## config.mk

```make
export PLATFORM = sky130hd
export DESIGN_NAME = sacc_top
export DESIGN_NICKNAME = d
export VERILOG_FILES = /design/src/rtl/sacc_pkg.sv /design/src/rtl/sacc_fmt.sv /design/src/rtl/sacc_top.sv
export VERILOG_INCLUDE_DIRS = /design/src /design/src/rtl
export SDC_FILE = /design/constraint.sdc
export NUM_CORES = 1
export LEC_CHECK = 0
export BUFFER_PORTS_ARGS = -buffer_cell sky130_fd_sc_hd__buf_2
export CAP_MARGIN = 20
export CORE_MARGIN = 1
export CORE_UTILIZATION = 47
export CTS_BUF_LIST = sky130_fd_sc_hd__clkbuf_8 sky130_fd_sc_hd__clkbuf_16
export CTS_CLUSTER_SIZE = 12
export DETAILED_ROUTE_END_ITERATION = 10
export PLACE_DENSITY = 0.77
export SETUP_SLACK_MARGIN = 0.05
export SKIP_CTS_REPAIR_TIMING = 1
export SYNTH_ARGS = -nofsm -noshare
export SYNTH_HDL_FRONTEND = slang
export SYNTH_SLANG_ARGS = --single-unit
```

## constraint.sdc

```tcl
create_clock -name SYS_CLK -period 3.1 [get_ports SYS_CLK]
set_clock_uncertainty 0.1 [all_clocks]
set_input_delay 0.775 -clock SYS_CLK [delete_from_list [all_inputs] [get_ports SYS_CLK]]
set_output_delay 0.775 -clock SYS_CLK [all_outputs]
set_load 0.01 [all_outputs]
```

## src/rtl/sacc_defines.svh

```systemverilog
`ifndef SACC_DEFINES_SVH
`define SACC_DEFINES_SVH

// Register byte offsets on the Avalon-MM slave.
`define SACC_OFS_CTRL        8'h00
`define SACC_OFS_CFG         8'h04
`define SACC_OFS_RES_HIGH    8'h08
`define SACC_OFS_RES_LOW     8'h0C
`define SACC_OFS_POS_MUX     8'h10

// Control register fields.
`define SACC_CTRL_ENABLE     7
`define SACC_CTRL_LP_TRACK   6
`define SACC_CTRL_DONE       5
`define SACC_CTRL_BUSY       4
`define SACC_CTRL_SRC_HI     2
`define SACC_CTRL_SRC_LO     0

// Configuration register fields.
`define SACC_CFG_DIV_HI      7
`define SACC_CFG_DIV_LO      3
`define SACC_CFG_LJST        2

// Positive mux register fields.
`define SACC_MUX_DIFF        6
`define SACC_MUX_SEL_HI      5
`define SACC_MUX_SEL_LO      0

// Reset values.
`define SACC_CTRL_RESET      8'h00
`define SACC_DIV_RESET       5'h1F
`define SACC_LJST_RESET      1'b1
`define SACC_MUX_SEL_RESET   6'h00

// Input select code that routes the temperature sensor.
`define SACC_TEMP_SENSOR_SEL 6'h1E

// Low-power track length in SAR clocks, result width and code constants.
`define SACC_LP_TRACK_CLKS   2'd3
`define SACC_RESULT_BITS     10
`define SACC_TRIAL_FIRST     10'h200
`define SACC_SIGN_FLIP       10'h200

`endif

```

## src/rtl/sacc_pkg.sv

```systemverilog
package sacc_pkg;

    typedef enum logic [1:0] {
        SACC_ST_IDLE    = 2'b00,
        SACC_ST_TRACK   = 2'b01,
        SACC_ST_CONVERT = 2'b10
    } sacc_state_t;

    typedef enum logic [2:0] {
        SACC_SRC_BUSY_WRITE = 3'b000,
        SACC_SRC_TIMER0     = 3'b001,
        SACC_SRC_TIMER2     = 3'b010,
        SACC_SRC_TIMER1     = 3'b011,
        SACC_SRC_EXT_START  = 3'b100,
        SACC_SRC_TIMER3     = 3'b101,
        SACC_SRC_TIMER4     = 3'b110,
        SACC_SRC_TIMER5     = 3'b111
    } sacc_src_t;

endpackage

```

## src/rtl/sacc_fmt.sv

```systemverilog
`timescale 1ns/1ns
`include "sacc_defines.svh"

module sacc_fmt (
    // Raw successive-approximation code, offset binary.
    input  wire logic [9:0] code,
    // Formatting controls.
    input  wire logic       diff_mode,
    input  wire logic       left_justify,
    // Formatted byte pair.
    output logic      [7:0] res_high,
    output logic      [7:0] res_low
);
    logic [9:0]  value;
    logic [15:0] word;

    always_comb begin
        value = code;
        if (diff_mode) begin
            value = code ^ `SACC_SIGN_FLIP;
        end
        if (left_justify) begin
            word = {value, 6'b00_0000};
        end else if (diff_mode) begin
            word = {{6{value[9]}}, value};
        end else begin
            word = {6'b00_0000, value};
        end
    end

    assign res_high = word[15:8];
    assign res_low  = word[7:0];
endmodule

```

## src/rtl/sacc_top.sv

```systemverilog
// Local design decisions: the Avalon-MM register port and the address map.
`timescale 1ns/1ns
`include "sacc_defines.svh"

module sacc_top (
    // Clock and reset.
    input  wire logic        SYS_CLK,
    input  wire logic        NRST,
    // Avalon-MM register slave.
    input  wire logic [7:0]  AVS_ADDRESS,
    input  wire logic        AVS_READ,
    input  wire logic        AVS_WRITE,
    input  wire logic [31:0] AVS_WRITEDATA,
    input  wire logic [3:0]  AVS_BYTEENABLE,
    output logic      [31:0] AVS_READDATA,
    output logic             AVS_WAITREQUEST,
    // Start sources: one-cycle timer overflow pulses, timer counting modes and the external start level.
    input  wire logic        TMR0_OVF,
    input  wire logic        TMR1_OVF,
    input  wire logic [3:0]  TMR_LO_OVF,
    input  wire logic [3:0]  TMR_HI_OVF,
    input  wire logic [3:0]  TMR_8BIT_MODE,
    input  wire logic        EXT_START,
    // System power state and interrupt enable.
    input  wire logic        STANDBY,
    input  wire logic        IRQ_ENABLE,
    // Analog converter core.
    input  wire logic        SAR_CMP,
    output logic      [9:0]  SAR_TRIAL,
    output logic             ADC_POWER_EN,
    output logic             TRACK_EN,
    output logic             DIFF_MODE,
    output logic      [5:0]  POS_INPUT_SEL,
    output logic             TEMP_SENSOR_ROUTE,
    output logic             CONV_DONE_IRQ
);
    import sacc_pkg::*;

    // Bus handshake state.
    logic        ack_reg;
    logic        ack_next;
    logic [31:0] rdata_reg;
    logic [31:0] rdata_next;

    // Software-visible registers.
    logic        enable_reg;
    logic        enable_next;
    logic        lp_track_reg;
    logic        lp_track_next;
    logic        done_reg;
    logic        done_next;
    logic        busy_reg;
    logic        busy_next;
    sacc_src_t   src_reg;
    sacc_src_t   src_next;
    logic [4:0]  div_reg;
    logic [4:0]  div_next;
    logic        ljst_reg;
    logic        ljst_next;
    logic        diff_reg;
    logic        diff_next;
    logic [5:0]  sel_reg;
    logic [5:0]  sel_next;
    logic [7:0]  res_high_reg;
    logic [7:0]  res_high_next;
    logic [7:0]  res_low_reg;
    logic [7:0]  res_low_next;

    // Sequencer state.
    sacc_state_t state_reg;
    sacc_state_t state_next;
    logic [4:0]  tick_cnt_reg;
    logic [4:0]  tick_cnt_next;
    logic [1:0]  track_cnt_reg;
    logic [1:0]  track_cnt_next;
    logic [3:0]  bit_reg;
    logic [3:0]  bit_next;
    logic [9:0]  trial_reg;
    logic [9:0]  trial_next;
    logic        ext_prev_reg;
    logic        track_reg;
    logic        track_next;

    // Combinational helpers.
    logic        wr_fire;
    logic        sw_busy_write;
    logic        ext_rise;
    logic        start_event;
    logic        sar_tick;
    logic [7:0]  ctrl_value;
    logic [7:0]  fmt_high;
    logic [7:0]  fmt_low;

    // Overflow of timer 2..5 picked by its counting mode.
    function automatic logic timer_ovf(input logic [1:0] idx);
        return TMR_8BIT_MODE[idx] ? TMR_LO_OVF[idx] : TMR_HI_OVF[idx];
    endfunction

    assign AVS_WAITREQUEST = (AVS_READ | AVS_WRITE) & ~ack_reg;
    assign AVS_READDATA    = rdata_reg;
    assign wr_fire         = AVS_WRITE & ack_reg & AVS_BYTEENABLE[0];

    assign ctrl_value = {enable_reg, lp_track_reg, done_reg, busy_reg, 1'b0, src_reg};

    always_comb begin
        ack_next   = (AVS_READ | AVS_WRITE) & ~ack_reg;
        rdata_next = rdata_reg;
        if (AVS_READ & ~ack_reg) begin
            rdata_next = 32'h0000_0000;
            if (AVS_ADDRESS == `SACC_OFS_CTRL) begin
                rdata_next[7:0] = ctrl_value;
            end else if (AVS_ADDRESS == `SACC_OFS_CFG) begin
                rdata_next[7:0] = {div_reg, ljst_reg, 2'b00};
            end else if (AVS_ADDRESS == `SACC_OFS_RES_HIGH) begin
                rdata_next[7:0] = res_high_reg;
            end else if (AVS_ADDRESS == `SACC_OFS_RES_LOW) begin
                rdata_next[7:0] = res_low_reg;
            end else if (AVS_ADDRESS == `SACC_OFS_POS_MUX) begin
                rdata_next[7:0] = {1'b0, diff_reg, sel_reg};
            end
        end
    end

    always_ff @(posedge SYS_CLK) begin
        if (!NRST) begin
            ack_reg   <= 1'b0;
            rdata_reg <= 32'h0000_0000;
        end else begin
            ack_reg   <= ack_next;
            rdata_reg <= rdata_next;
        end
    end

    assign sw_busy_write = wr_fire && (AVS_ADDRESS == `SACC_OFS_CTRL)
                           && AVS_WRITEDATA[`SACC_CTRL_BUSY];
    assign ext_rise      = EXT_START & ~ext_prev_reg;

    always_comb begin
        case (src_reg)
            SACC_SRC_BUSY_WRITE: start_event = sw_busy_write;
            SACC_SRC_TIMER0:     start_event = TMR0_OVF;
            SACC_SRC_TIMER2:     start_event = timer_ovf(2'd0);
            SACC_SRC_TIMER1:     start_event = TMR1_OVF;
            SACC_SRC_EXT_START:  start_event = ext_rise;
            SACC_SRC_TIMER3:     start_event = timer_ovf(2'd1);
            SACC_SRC_TIMER4:     start_event = timer_ovf(2'd2);
            default:             start_event = timer_ovf(2'd3);
        endcase
    end

    assign sar_tick = (tick_cnt_reg == div_reg);

    sacc_fmt u_fmt (
        .code         ({trial_reg[9:1], trial_reg[0] & SAR_CMP}),
        .diff_mode    (diff_reg),
        .left_justify (ljst_reg),
        .res_high     (fmt_high),
        .res_low      (fmt_low)
    );

    always_comb begin
        enable_next    = enable_reg;
        lp_track_next  = lp_track_reg;
        done_next      = done_reg;
        busy_next      = busy_reg;
        src_next       = src_reg;
        div_next       = div_reg;
        ljst_next      = ljst_reg;
        diff_next      = diff_reg;
        sel_next       = sel_reg;
        res_high_next  = res_high_reg;
        res_low_next   = res_low_reg;
        state_next     = state_reg;
        track_cnt_next = track_cnt_reg;
        bit_next       = bit_reg;
        trial_next     = trial_reg;
        tick_cnt_next  = sar_tick ? 5'd0 : tick_cnt_reg + 5'd1;

        if (wr_fire) begin
            if (AVS_ADDRESS == `SACC_OFS_CTRL) begin
                enable_next   = AVS_WRITEDATA[`SACC_CTRL_ENABLE];
                lp_track_next = AVS_WRITEDATA[`SACC_CTRL_LP_TRACK];
                done_next     = AVS_WRITEDATA[`SACC_CTRL_DONE];
                src_next      = sacc_src_t'(AVS_WRITEDATA[`SACC_CTRL_SRC_HI:`SACC_CTRL_SRC_LO]);
            end else if (AVS_ADDRESS == `SACC_OFS_CFG) begin
                div_next  = AVS_WRITEDATA[`SACC_CFG_DIV_HI:`SACC_CFG_DIV_LO];
                ljst_next = AVS_WRITEDATA[`SACC_CFG_LJST];
            end else if (AVS_ADDRESS == `SACC_OFS_POS_MUX) begin
                diff_next = AVS_WRITEDATA[`SACC_MUX_DIFF];
                sel_next  = AVS_WRITEDATA[`SACC_MUX_SEL_HI:`SACC_MUX_SEL_LO];
            end
        end

        case (state_reg)
            SACC_ST_IDLE: begin
                if (start_event) begin
                    busy_next     = 1'b1;
                    tick_cnt_next = 5'd0;
                    if (lp_track_reg && (src_reg != SACC_SRC_EXT_START)) begin
                        state_next     = SACC_ST_TRACK;
                        track_cnt_next = 2'd0;
                    end else begin
                        state_next = SACC_ST_CONVERT;
                        bit_next   = 4'd9;
                        trial_next = `SACC_TRIAL_FIRST;
                    end
                end
            end
            SACC_ST_TRACK: begin
                if (sar_tick) begin
                    track_cnt_next = track_cnt_reg + 2'd1;
                    if (track_cnt_reg == `SACC_LP_TRACK_CLKS - 2'd1) begin
                        state_next = SACC_ST_CONVERT;
                        bit_next   = 4'd9;
                        trial_next = `SACC_TRIAL_FIRST;
                    end
                end
            end
            SACC_ST_CONVERT: begin
                if (sar_tick) begin
                    if (!SAR_CMP) begin
                        trial_next[bit_reg] = 1'b0;
                    end
                    if (bit_reg != 4'd0) begin
                        trial_next[bit_reg - 4'd1] = 1'b1;
                        bit_next = bit_reg - 4'd1;
                    end else begin
                        res_high_next = fmt_high;
                        res_low_next  = fmt_low;
                        busy_next     = 1'b0;
                        done_next     = 1'b1;
                        state_next    = SACC_ST_IDLE;
                    end
                end
            end
            default: state_next = SACC_ST_IDLE;
        endcase

        if (!enable_reg) begin
            state_next = SACC_ST_IDLE;
            busy_next  = 1'b0;
            if (wr_fire && (AVS_ADDRESS == `SACC_OFS_CTRL)) begin
                done_next = AVS_WRITEDATA[`SACC_CTRL_DONE];
            end else begin
                done_next = done_reg;
            end
        end

        track_next = enable_next && (state_next == SACC_ST_TRACK
                     || (state_next == SACC_ST_IDLE && !lp_track_next));
        if (enable_next && state_next == SACC_ST_IDLE && lp_track_next
            && src_next == SACC_SRC_EXT_START && !EXT_START) begin
            track_next = 1'b1;
        end
        if (STANDBY) begin
            track_next = 1'b0;
        end
    end

    always_ff @(posedge SYS_CLK) begin
        if (!NRST) begin
            enable_reg    <= 1'b0;
            lp_track_reg  <= 1'b0;
            done_reg      <= 1'b0;
            busy_reg      <= 1'b0;
            src_reg       <= SACC_SRC_BUSY_WRITE;
            div_reg       <= `SACC_DIV_RESET;
            ljst_reg      <= `SACC_LJST_RESET;
            diff_reg      <= 1'b0;
            sel_reg       <= `SACC_MUX_SEL_RESET;
            res_high_reg  <= 8'h00;
            res_low_reg   <= 8'h00;
            state_reg     <= SACC_ST_IDLE;
            tick_cnt_reg  <= 5'd0;
            track_cnt_reg <= 2'd0;
            bit_reg       <= 4'd0;
            trial_reg     <= 10'h000;
            ext_prev_reg  <= 1'b0;
            track_reg     <= 1'b0;
        end else begin
            enable_reg    <= enable_next;
            lp_track_reg  <= lp_track_next;
            done_reg      <= done_next;
            busy_reg      <= busy_next;
            src_reg       <= src_next;
            div_reg       <= div_next;
            ljst_reg      <= ljst_next;
            diff_reg      <= diff_next;
            sel_reg       <= sel_next;
            res_high_reg  <= res_high_next;
            res_low_reg   <= res_low_next;
            state_reg     <= state_next;
            tick_cnt_reg  <= tick_cnt_next;
            track_cnt_reg <= track_cnt_next;
            bit_reg       <= bit_next;
            trial_reg     <= trial_next;
            ext_prev_reg  <= EXT_START;
            track_reg     <= track_next;
        end
    end

    assign SAR_TRIAL         = trial_reg;
    assign ADC_POWER_EN      = enable_reg;
    assign TRACK_EN          = track_reg;
    assign DIFF_MODE         = diff_reg;
    assign POS_INPUT_SEL     = sel_reg;
    assign TEMP_SENSOR_ROUTE = (sel_reg == `SACC_TEMP_SENSOR_SEL);
    assign CONV_DONE_IRQ     = done_reg & IRQ_ENABLE;
endmodule

```

### After elaboration in Yosys (flattened, before gate mapping)

Cells that the tools add are included.

* logic and storage cells: 170
* memory bits (writable): 0
* memory bits (read-only): 0
* latch bits: 0
* register bits after elaboration: 70
* memories kept: 0

* divide/modulo/power cells: 0
* reduce and logical (&&, ||, !) cells: 32
* add/subtract/negate cells: 3
* bitwise logic cells: 18
* equality and inequality tests: 26
* shifts and indexed selects: 0
* multiply operators: 0
* multiplexer cells: 67
* $lt $le $gt $ge: 4

Operators by type and width (count)
* two-way mux 10 bit: 10
* two-way mux 16 bit: 2
* two-way mux 8 bit: 4
* one-hot mux 10 bit (3 select lines): 1
* two-way mux 4 bit: 6
* two-way mux 1 bit: 21
* two-way mux 2 bit: 10
* == test 8 x 4 -> 1 bit (second input constant): 2
* inequality test 2 bit (second input constant): 8
* two-way mux 5 bit: 3
* == test 3 bit (second input constant): 4
* one-hot mux 4 bit (3 select lines): 1
* AND reduction 4 bit: 3
* logical AND 1 bit: 11
* bitwise AND 10 bit: 1
* < comparator 4 x 5 -> 1 bit (second input constant): 2
* NOT 10 bit: 1
* OR 10 bit: 1
* demux 1 bit (select 4 bit): 2
* == test 8 x 3 -> 1 bit (second input constant): 1
* == test 8 x 5 -> 1 bit (second input constant): 1
* greater-or-equal comparator 4 x 1 -> 1 bit (second input constant): 2
* logical NOT 8 bit: 1
* bitwise AND 1 bit: 7
* other kinds (30): 45

### Depth between registers and ports, before layout

Gate-level depths: netlist of the first run.

* depth in word-level cells: 14
* mapped depth: 8

### By module

From an unflattened synthesis of the first run, not the netlist that was laid out.

* cells, all modules: 486
* area, all modules: 4025.1 sq um

By module, submodules not included
* sacc_top: times used 1, area an instance 3831.2 sq um, sequential area each 1401.3 sq um, cells an instance 458
* sacc_fmt: times used 1, area an instance 193.9 sq um, sequential area each 0.0 sq um, cells an instance 28

### Worst setup path after synthesis of the first run

No wires, ideal clock.

* path kind: input port to flip-flop
* start: input AVS_ADDRESS[1]
* end: register track_reg (netlist: TRACK_EN)
* stages on the path: 6
* path buffers: 0
* path slack: -67 ps
* required time: 2878 ps
* data arrival time: 2945 ps
* library setup time: 122 ps
* cells stage by stage: or4_4 nor4_4 mux2_2 a311o_1 and2_0 o311a_1

* cells in the longest elaborated chain, start to end: 13

RTL lines
* from (decl): RTL line sacc_top.sv:10 `input wire logic [7:0] AVS_ADDRESS,`
* logical NOT 8 bit (no line) *
* logical AND 1 bit (2 in series): RTL line sacc_top.sv:134 `` assign sw_busy_write = wr_fire && (AVS_ADDRESS == `SACC_OFS_CTRL) ``
* one-hot mux 1 bit (7 select lines): RTL line sacc_top.sv:139 `case (src_reg)`
* two-way mux 2 bit: RTL line sacc_top.sv:196 `if (start_event) begin`
* one-hot mux 2 bit (3 select lines): RTL line sacc_top.sv:194 `case (state_reg)`
* two-way mux 2 bit: RTL line sacc_top.sv:239 `if (!enable_reg) begin`
* logical NOT 2 bit: RTL line sacc_top.sv:250, sacc_top.sv:251
* logical AND 1 bit (2 in series): RTL line sacc_top.sv:251 `if (enable_next && state_next == SACC_ST_IDLE && lp_track_next`
* logical AND 1 bit (2 in series): RTL line sacc_top.sv:252 `&& src_next == SACC_SRC_EXT_START && !EXT_START) begin`
* two-way mux 1 bit *: RTL line sacc_top.sv:251
* to (signal assigned): RTL line sacc_top.sv:298 `track_reg <= track_next;`
* to (decl): RTL line sacc_top.sv:81 `logic track_reg;`

Every way passes the cells marked *; elsewhere a longest branch is shown, timed or not.
A chain may end at the register's enable or synchronous reset.

### Worst setup path after layout of the first run

* start: input AVS_ADDRESS[1]
* end: register track_cnt_reg[1]

* cells in the longest elaborated chain, start to end: 6

RTL lines
* logical NOT 8 bit (no line)
* logical AND 1 bit (2 in series): RTL line sacc_top.sv:134
* one-hot mux 1 bit (7 select lines): RTL line sacc_top.sv:139
* inequality test 2 bit (no line)
* AND reduction 4 bit (no line)
* to (signal assigned): RTL line sacc_top.sv:294 `track_cnt_reg <= track_cnt_next;`
* to (decl): RTL line sacc_top.sv:74 `logic [1:0] track_cnt_reg;`

Every way passes these cells.

==> results.ini, run 1 <==
[worst_setup_path]
startpoint_type=input pin
crit_required_ns=3.22
critPathBufInv=2
path_cells=buf_2 > or4_2 > or4_1 > a22oi_1 > o211ai_1 > buf_4 > o21ai_0 > o32ai_1
r2r_slack_ns=0.29
cpMaxStageDelayCell=or4_2
endpoint_kind=register
worstPathArrival_ns=3.08
slowest_delay_ns=0.59
worstSetupPathType=input pin to register
rr_worst_depth=7
reg2reg_from=src_reg[0]
cp_max_fo=4
critical_path.top_delay_family=simple AND/OR/NAND/NOR gates
r2r-end=track_cnt_reg[1]

[sta]
tns_ns=0
timing.final.crit_period_ns=2.96
fin_crit_sh=0.956
hold_viol_final=0
setup-violations-final=0
hold-worst-slack_ns=0.332
clock.fmax_mhz=337
tightest_slew_ns=0.707
relSlewSlack=0.528
rsz0062_at_grt=false
timing.final.max_slew_violations=0

[layout]
finalNetCount=616
largest_reg_flops=10
stdcell_area_um2=4510
drive_gt1_frac=0.225
finalNonFillerCells=648
layout_common_cells=70 x dfxtp_1, 68 x buf_2, 51 x nor2_1
layout.cells.most_common=dfxtp_1
fin_util=0.571
nFillCells=743
antenna_cells=0
area_growth_pct=15.1

[clock_tree]
cts.path.max_buffers=2
cts_root_buf=clkbuf_8
insertion_delay_ns=0.36
tritoncts.num_buffers=9
htree_levels=3
clk_pin_slew_ns=0.07
cts_tree=done
clock_sinks=70

[yosys]
avgSynthCellArea_um2=8.33
syn_area_um2=3910
ys_seq_elements=70
async_reset_ff_frac=0
ys_seq_area_frac=0.358
synth-edff-count=0
synth_flop_cell=dfxtp_1
ys_types=64
ys_warn_count=0
netlist_instances=470

[job]
maxCapViolations=0

[global_routing]
antenna_found_initial=0
overflow=0
grt_max_degree=45
grt_pass1_wl_mm=16.8
grt_pass1_vias=3408
grt_use_total=0.248

[floorplan]
die_area_um2=8700
die_w_um=93.3
start_util=0.496
rows=32
io_pins=120
die_h_um=93.3
core_um2=7890

[run_status]
status=complete, no violations

[routing]
route.detailed.drc=0
drtIter0Drc=211
ant_nets=0
wl_per_cell_um=16.1
wl_mm=10.5
via_count=3690
via_per_inst=5.69
firstDrtPassIters=5

[hold_path]
hold-path-cell-count=1
min_from=track_cnt_reg[0]
hold_end=track_cnt_reg[0]
min_path_type=register to register

[placed_design]
port_buffers=68
postPlaceCellArea_um2=4340
dp_cells=633
dpl.hpwl_mm=7.55
gp_congestion=0.952

[pwr]
power_density_nw_per_um2=374
peakVddDrop_mv=0.238
leakagePower_nw=1.75

==> worst max path at each step <==
stage / endpoint / startpoint / cells past startpoint / slack, ns
2_1_floorplan: TRACK_EN / AVS_ADDRESS[6] / 6 / -0.06
3_3_place_gp: SAR_TRIAL[7] / AVS_ADDRESS[1] / 8 / -0.18
4_1_cts: track_cnt_reg[1] / AVS_ADDRESS[1] / 8 / 0.15
3_5_place_dp: track_cnt_reg[1] / AVS_ADDRESS[1] / 8 / -0.21
6_report: track_cnt_reg[1] / AVS_ADDRESS[1] / 8 / 0.14
5_1_grt: track_cnt_reg[1] / AVS_ADDRESS[1] / 8 / 0.07
==> cell usage after synthesis (all sizes together), types with 6 or more instances <==
master / n / area share
a211oi: 8 / 0.015
a21oi: 24 / 0.031
a22oi: 11 / 0.021
and2: 6 / 0.0096
buf: 26 / 0.049
clkbuf: 24 / 0.023
dfxtp: 70 / 0.36
ha: 8 / 0.026
inv: 12 / 0.012
mux2: 6 / 0.017
mux2i: 22 / 0.056
nand2: 44 / 0.042
nand2b: 10 / 0.016
nand3: 10 / 0.013
nand3b: 8 / 0.015
nor2: 51 / 0.049
nor2b: 10 / 0.016
nor3: 15 / 0.019
o21ai: 21 / 0.027
xor2: 7 / 0.016
==> per-stage QoR <==
stage / setup slack [ns] / total power [mW]
6_report: 0.136 / 1.69
5_1_grt: 0.0694 / 1.73
4_1_cts: 0.145 / 1.68
3_5_place_dp: -0.209 / 1.06
3_3_place_gp: -0.184 / 1.05
2_1_floorplan: -0.0552 / 1.03
==> final cells by class <==
| class | instances | area (µm²) | area share |
|---|---|---|---|
| multi-input cells | 361 | 2280 | 0.505 |
| clock inverters | 5 | 27.5 | 0.00611 |
| well taps | 102 | 128 | 0.0283 |
| repair buffers | 88 | 490 | 0.109 |
| inverters | 12 | 45.0 | 0.0100 |
| clock buffers | 10 | 138 | 0.0305 |
| flip-flops and latches | 70 | 1400 | 0.311 |
==> routing by layer <==
| metal | vias up | wire (µm) | global-route usage | part of all wire |
|---|---|---|---|---|
| li1 | 1787 | - | - | - |
| met4 | 0 | 137 | 0.0756 | 0.013 |
| met1 | 1742 | 4780 | 0.321 | 0.46 |
| met2 | 146 | 4900 | 0.417 | 0.47 |
| met5 | - | 0 | 0 | 0 |
| met3 | 15 | 643 | 0.0472 | 0.061 |
==> kinds of logic (layout without fill, tap and decap cells) <==
| family | Yosys count | after routing | share of synthesized area |
|---|---|---|---|
| AO/OA/AOI/OAI | 105 | 105 | 0.179 |
| adder cells (fa/ha/maj) | 8 | 8 | 0.0256 |
| flip-flops | 70 | 70 | 0.358 |
| multiplexers | 31 | 31 | 0.0908 |
| XOR/XNOR | 9 | 9 | 0.0201 |
| AND/OR/NAND/NOR | 184 | 184 | 0.242 |
| buffers and inverters | 62 | 115 | 0.0834 |
| other | 1 | 24 | 0.000958 |
==> power by group <==
group / total [mW] / switching [mW] / internal, mW
combinational: 0.127 / 0.0791 / 0.0475
sequential: 0.911 / 0.00595 / 0.905
clock: 0.649 / 0.348 / 0.302
total: 1.69 / 0.433 / 1.25
(Power assumes the default switching activity.)
==> run 2: changes to the inputs <==
--- a/config.mk
+++ b/config.mk
@@ -8,2 +8,3 @@
 export LEC_CHECK = 0
+export ABC_AREA = 1
 export BUFFER_PORTS_ARGS = -buffer_cell sky130_fd_sc_hd__buf_2
==> constraint.sdc (replaced) <==
create_clock -name SYS_CLK -period 3.1 [get_ports SYS_CLK]
set_clock_uncertainty 0.1 [all_clocks]
set_input_delay 0.155 -clock SYS_CLK [delete_from_list [all_inputs] [get_ports SYS_CLK]]
set_output_delay 0.155 -clock SYS_CLK [all_outputs]
set_load 0.01 [all_outputs]
==> run 2 against run 1 <==
The flow now finishes with violations (negative hold slack). Critical path type is now register to register. Fmax grew 38%. Via count grew 6.9%. Highest routed layer unchanged. Power grew 12%. Sequential share of layout area shrank 0.24 points. Synthesized area grew 1.3%. Die area grew 1.3%. Core utilization shrank 1.6 points. Largest power group unchanged.
==> results.ini, run 2 <==
[run_status]
status=finished, violations left
violations=negative hold slack

[global_routing]
busiest_layer=met2
use_met3=0.0332
met2_usage=0.414
grt_use_total=0.239
grtUsageMet1=0.295
antenna_found_initial=0
grt_pass1_vias=3630
grt_pass1_wl_mm=16.5
grt_max_degree=33
overflow=0

[placed_design]
gp_congestion=0.912
dpl.hpwl_mm=7.46
postPlaceCellArea_um2=4290
port_buffers=68

[sta]
tns_ns=0
timing.final.max_slew_violations=0
setup-violations-final=0
rsz0062_at_grt=false
hold_viol_final=3
tightest_slew_ns=0.821
clock.fmax_mhz=465
hold-worst-slack_ns=-0.00822
relSlewSlack=0.451
fin_crit_sh=0.694
timing.final.crit_period_ns=2.15

[yosys]
synth-edff-count=0
synthAdderAreaFrac=0.0252
async_reset_ff_frac=0
syn_area_um2=3970
synth_flop_cell=dfxtp_1
synth_top_family_by_area=simple AND/OR/NAND/NOR gates
netlist_instances=580
synth.most_common_cell=nand2_1
ys_types=38
synthMuxAreaShare=0.00252
ys_warn_count=0
yosysTopAreaCell=dfxtp_1
avgSynthCellArea_um2=6.84
ys_seq_area_frac=0.353
synthSimpleGateAreaFrac=0.317
synth-xor-area-share=0.0155
synthDominantCellAreaShare=0.353
ys_seq_elements=70
synth-compound-area-share=0.153
synth_commonest_cells=131 x nand2_1, 70 x dfxtp_1, 68 x inv_1
synth_area_leaders=dfxtp_1 35%, nand2_1 12%, inv_1 6.4%, a21oi_1 6.2%, nor2_1 5.4%

[floorplan]
die_h_um=93.9
io_pins=120
die_w_um=93.9
core_um2=8180
start_util=0.485
die_area_um2=8810
rows=33

[pwr]
clock_power_share=0.455
leakagePower_nw=2.17
swShare=0.234
switchingPower_uw=440
comb_power_share=0.061
peakVddDrop_mv=0.230
power_density_nw_per_um2=415
intPower_mw=1.44
total_power_mw=1.88
p_seq_frac=0.484

[routing]
wl_mm=10.0
ant_nets=0
via_per_inst=5.20
via_count=3945
route.detailed.drc=0
wl_per_cell_um=13.3
firstDrtPassIters=8
drtIter0Drc=255

[layout]
layout_common_cells=131 x nand2_1, 70 x dfxtp_1, 69 x inv_1
finalNetCount=722
stdcell_area_um2=4540
antenna_cells=0
fin_util=0.555
largest_reg_flops=10
layout.cells.most_common=nand2_1
ff_latch_area_um2=1400
multi_input_area_um2=2120
nFillCells=821
drive_gt1_frac=0.173
area_growth_pct=14.5

[worst_setup_path]
path_cells=inv_1 > ha_1 > nand2_2 > nor3_4 > o21ai_0 > a31oi_1
cp_max_fo=24
worstPathArrival_ns=2.33
cpMaxStageDelayCell=nor3_4
startpoint_type=register
critical_path.top_delay_family=simple AND/OR/NAND/NOR gates
critPathBufInv=1
cp_num_cells=6
slowest_delay_ns=0.71
worstSetupPathType=register to register
crit_required_ns=3.28
rr_worst_depth=6
endpoint_kind=register

[clock_tree]
insertion_delay_ns=0.35
clock_sinks=70
cts_tree=done
tritoncts.num_buffers=9
clk_pin_slew_ns=0.08
htree_levels=3
cts_root_buf=clkbuf_8
cts.path.max_buffers=2

[hold_path]
hold-path-cell-count=3
min_path_type=input pin to register

[job]
maxCapViolations=0

-- run 2: final timing paths --
path | start | to | slack (ns)
setup / recovery | bit_reg[0] | res_high_reg[4] | 0.95
hold / removal | AVS_WRITEDATA[3] | div_reg[0] | -0.008
setup reg to reg | bit_reg[0] | res_high_reg[4] | 0.95
hold reg to reg | AVS_READDATA[7] | AVS_READDATA[7] | 0.37
-- run 2: layer usage --
metal,vias to the layer above,part of all wire
li1,1972,-
met1,1784,0.43
met2,162,0.48
met3,27,0.068
met4,0,0.022
met5,-,0
-- run 2: layout make-up --
cell class / instances / area share
multi-input cells: 421 / 0.468
clock buffers: 11 / 0.0333
well taps: 105 / 0.0289
inverters: 75 / 0.0626
repair buffers: 71 / 0.0810
flip-flops and latches: 70 / 0.309
clock inverters: 5 / 0.0179
-- run 2: per-stage QoR --
step           std cells  hold slack [ns]  setup slack [ns]
2_1_floorplan        603            0.148              1.49
5_1_grt              758          0.00813             0.709
6_report             758         -0.00822             0.948
3_3_place_gp         740            0.275              1.02
4_1_cts              756          -0.0903             0.952
3_5_place_dp         740            0.280             0.970
-- run 2: power groups by stage --
stage / Sequential, mW / Combinational (mW) / Clock (mW)
after detailed placement: 0.933 / 0.111 / 0
after global routing: 0.913 / 0.128 / 0.900
after CTS: 0.912 / 0.112 / 0.868
after global placement: 0.933 / 0.109 / 0
final: 0.912 / 0.114 / 0.858
after floorplan: 0.932 / 0.0865 / 0
-- run 2: cells by family after synthesis --
group,Yosys count
compound gates,115
xor+xnor,7
buf+inv,112
simple gates,266
fa+ha+maj,8
flops,70
other cells,1
mux,1
-- run 2: worst min-delay path, delay by kind of cell --
family,cells,cell delay (ns)
simple gates,2,0.16
buf+inv,1,0.10
==> run 3: changes to the inputs <==
Settings changed: ABC_AREA 1 to 0, CORE_UTILIZATION 47 to 52, PLACE_DENSITY 0.77 to 0.81.
Clock period 3.1 ns to 2 ns, I/O delays scaled along.
==> run 3 against run 2 <==
The flow finishes with violations (negative hold slack, negative setup slack). Critical path depth rose by 1. Critical path type unchanged. Largest power group unchanged. Cell area is 11% higher. Flip-flop and latch count is the same.
==> results.ini, run 3 (synthesis gave the netlist of run 1 again) <==
[run_status]
status=finished, violations left
violations=negative hold slack, negative setup slack

[floorplan]
die_h_um=88.8
die_area_um2=7880
io_pins=120
start_util=0.540
rows=31
core_um2=7250
die_w_um=88.8

[placed_design]
place_ws_ns=-0.504
gp_congestion=0.907
port_buffers=68
dpl.hpwl_mm=8.05

[sta]
fin_crit_sh=1.21
clock.fmax_mhz=415
hold-worst-slack_ns=-0.0239
hold_viol_final=2
setup_slack_ns=-0.412
timing.final.max_slew_violations=0
relSlewSlack=0.574
setup-violations-final=25
timing.final.crit_period_ns=2.41
tightest_slew_ns=0.638
rsz0062_at_grt=true

[global_routing]
grt_use_total=0.287
antenna_found_initial=0
grt_max_degree=42
grt_pass1_vias=3641
grt_pass1_wl_mm=17.1
overflow=0

[clock_tree]
cts_root_buf=clkbuf_8
clock_sinks=70
cts_tree=done
insertion_delay_ns=0.36
cts.path.max_buffers=2
htree_levels=3
clk_pin_slew_ns=0.08
tritoncts.num_buffers=9

[pwr]
total_power_mw=2.84
leakagePower_nw=2.01
peakVddDrop_mv=0.341
power_density_nw_per_um2=562

[routing]
via_per_inst=5.73
firstDrtPassIters=5
ant_nets=0
route.detailed.drc=0
via_count=3963
wl_mm=11.5
wl_per_cell_um=16.6
drtIter0Drc=155

[worst_setup_path]
endpoint_kind=register
worstSetupPathType=register to register
slowest_delay_ns=0.50
crit_required_ns=2.20
worstPathArrival_ns=2.61
cpMaxStageDelayCell=or4_4
startpoint_type=register
critPathBufInv=1
critical_path.top_delay_family=simple AND/OR/NAND/NOR gates
path_cells=or4_4 > or4_4 > a22oi_2 > nand4b_1 > o211ai_2 > buf_4 > o221a_2
cp_max_fo=3
cp_common_cell=or4_4

[layout]
layout_common_cells=68 x dfxtp_1, 68 x buf_2, 53 x buf_4
largest_reg_flops=10
area_growth_pct=29.2
drive_gt1_frac=0.300
antenna_cells=0
finalNetCount=662

[hold_path]
min_path_type=input pin to register

[job]
maxCapViolations=0

run 3: cell types whose count changed in the layout (fill, tap and decap cells not counted), sizes merged, moves of 10 or more:
| cell | change |
|---|---|
| nand2 | -94 |
| inv | -63 |
| buf | +55 |
| o21ai | -27 |
| nand3 | -26 |
| a21oi | -25 |
| mux2i | +21 |
| nand4 | -15 |
| nor2 | -14 |
| a22oi | +11 |
| nor3 | +11 |
| nand2b | +10 |
| nor2b | +10 |
run 3: cell type report:
| class | instances | area (µm²) |
|---|---|---|
| clock inverters | 6 | 70.1 |
| fillers | 574 | 2200 |
| multi-input cells | 361 | 2390 |
| flip-flops and latches | 70 | 1400 |
| inverters | 12 | 45.0 |
| repair buffers | 134 | 890 |
| well taps | 99 | 124 |
| clock buffers | 10 | 138 |
run 3: worst paths after layout:
path,start,end,slack (ns),cells past startpoint
worst min-delay path,AVS_WRITE,ack_reg,-0.02,3
worst min register to register,res_low_reg[4],res_low_reg[4],0.35,2
worst max register to register,src_reg[1],bit_reg[3],-0.41,7
worst max-delay path,src_reg[1],bit_reg[3],-0.41,7
run 3: layer usage:
layer	GRT usage	routed length (µm)	share of wire	up-vias
met5	0	0	0	-
met4	0.169	421	0.037	0
met3	0.0522	646	0.056	34
met2	0.494	5600	0.49	168
met1	0.335	4800	0.42	1879
li1	-	-	-	1882
run 3: per-stage QoR:
step / hold WS (ns) / instance area, µm² / util / instances / TNS, ns
2_1_floorplan: 0.122 / 4060 / - / 493 / -4.22
4_1_cts: -0.119 / 4880 / 0.673 / 682 / -8.35
6_report: -0.0239 / 5060 / 0.697 / 692 / -9.10
3_3_place_gp: 0.255 / 4670 / 0.644 / 666 / -10.53
3_5_place_dp: 0.256 / 4670 / 0.644 / 666 / -11.48
5_1_grt: 0.00643 / 5060 / 0.697 / 692 / -10.74
run 3: worst register-to-register path, delay by kind of cell (launching register included):
kind | cells | cell delay, ns
AO/OA/AOI/OAI | 3 | 0.69
buffers and inverters | 1 | 0.14
flip-flops | 1 | 0.33
AND/OR/NAND/NOR | 3 | 1.11
run 3: where the power goes:
part           total [mW]  internal, mW  switching [mW]
combinational       0.246         0.105           0.141
sequential           1.41          1.40         0.00591
clock                1.19         0.615           0.572
total                2.84          2.12           0.718
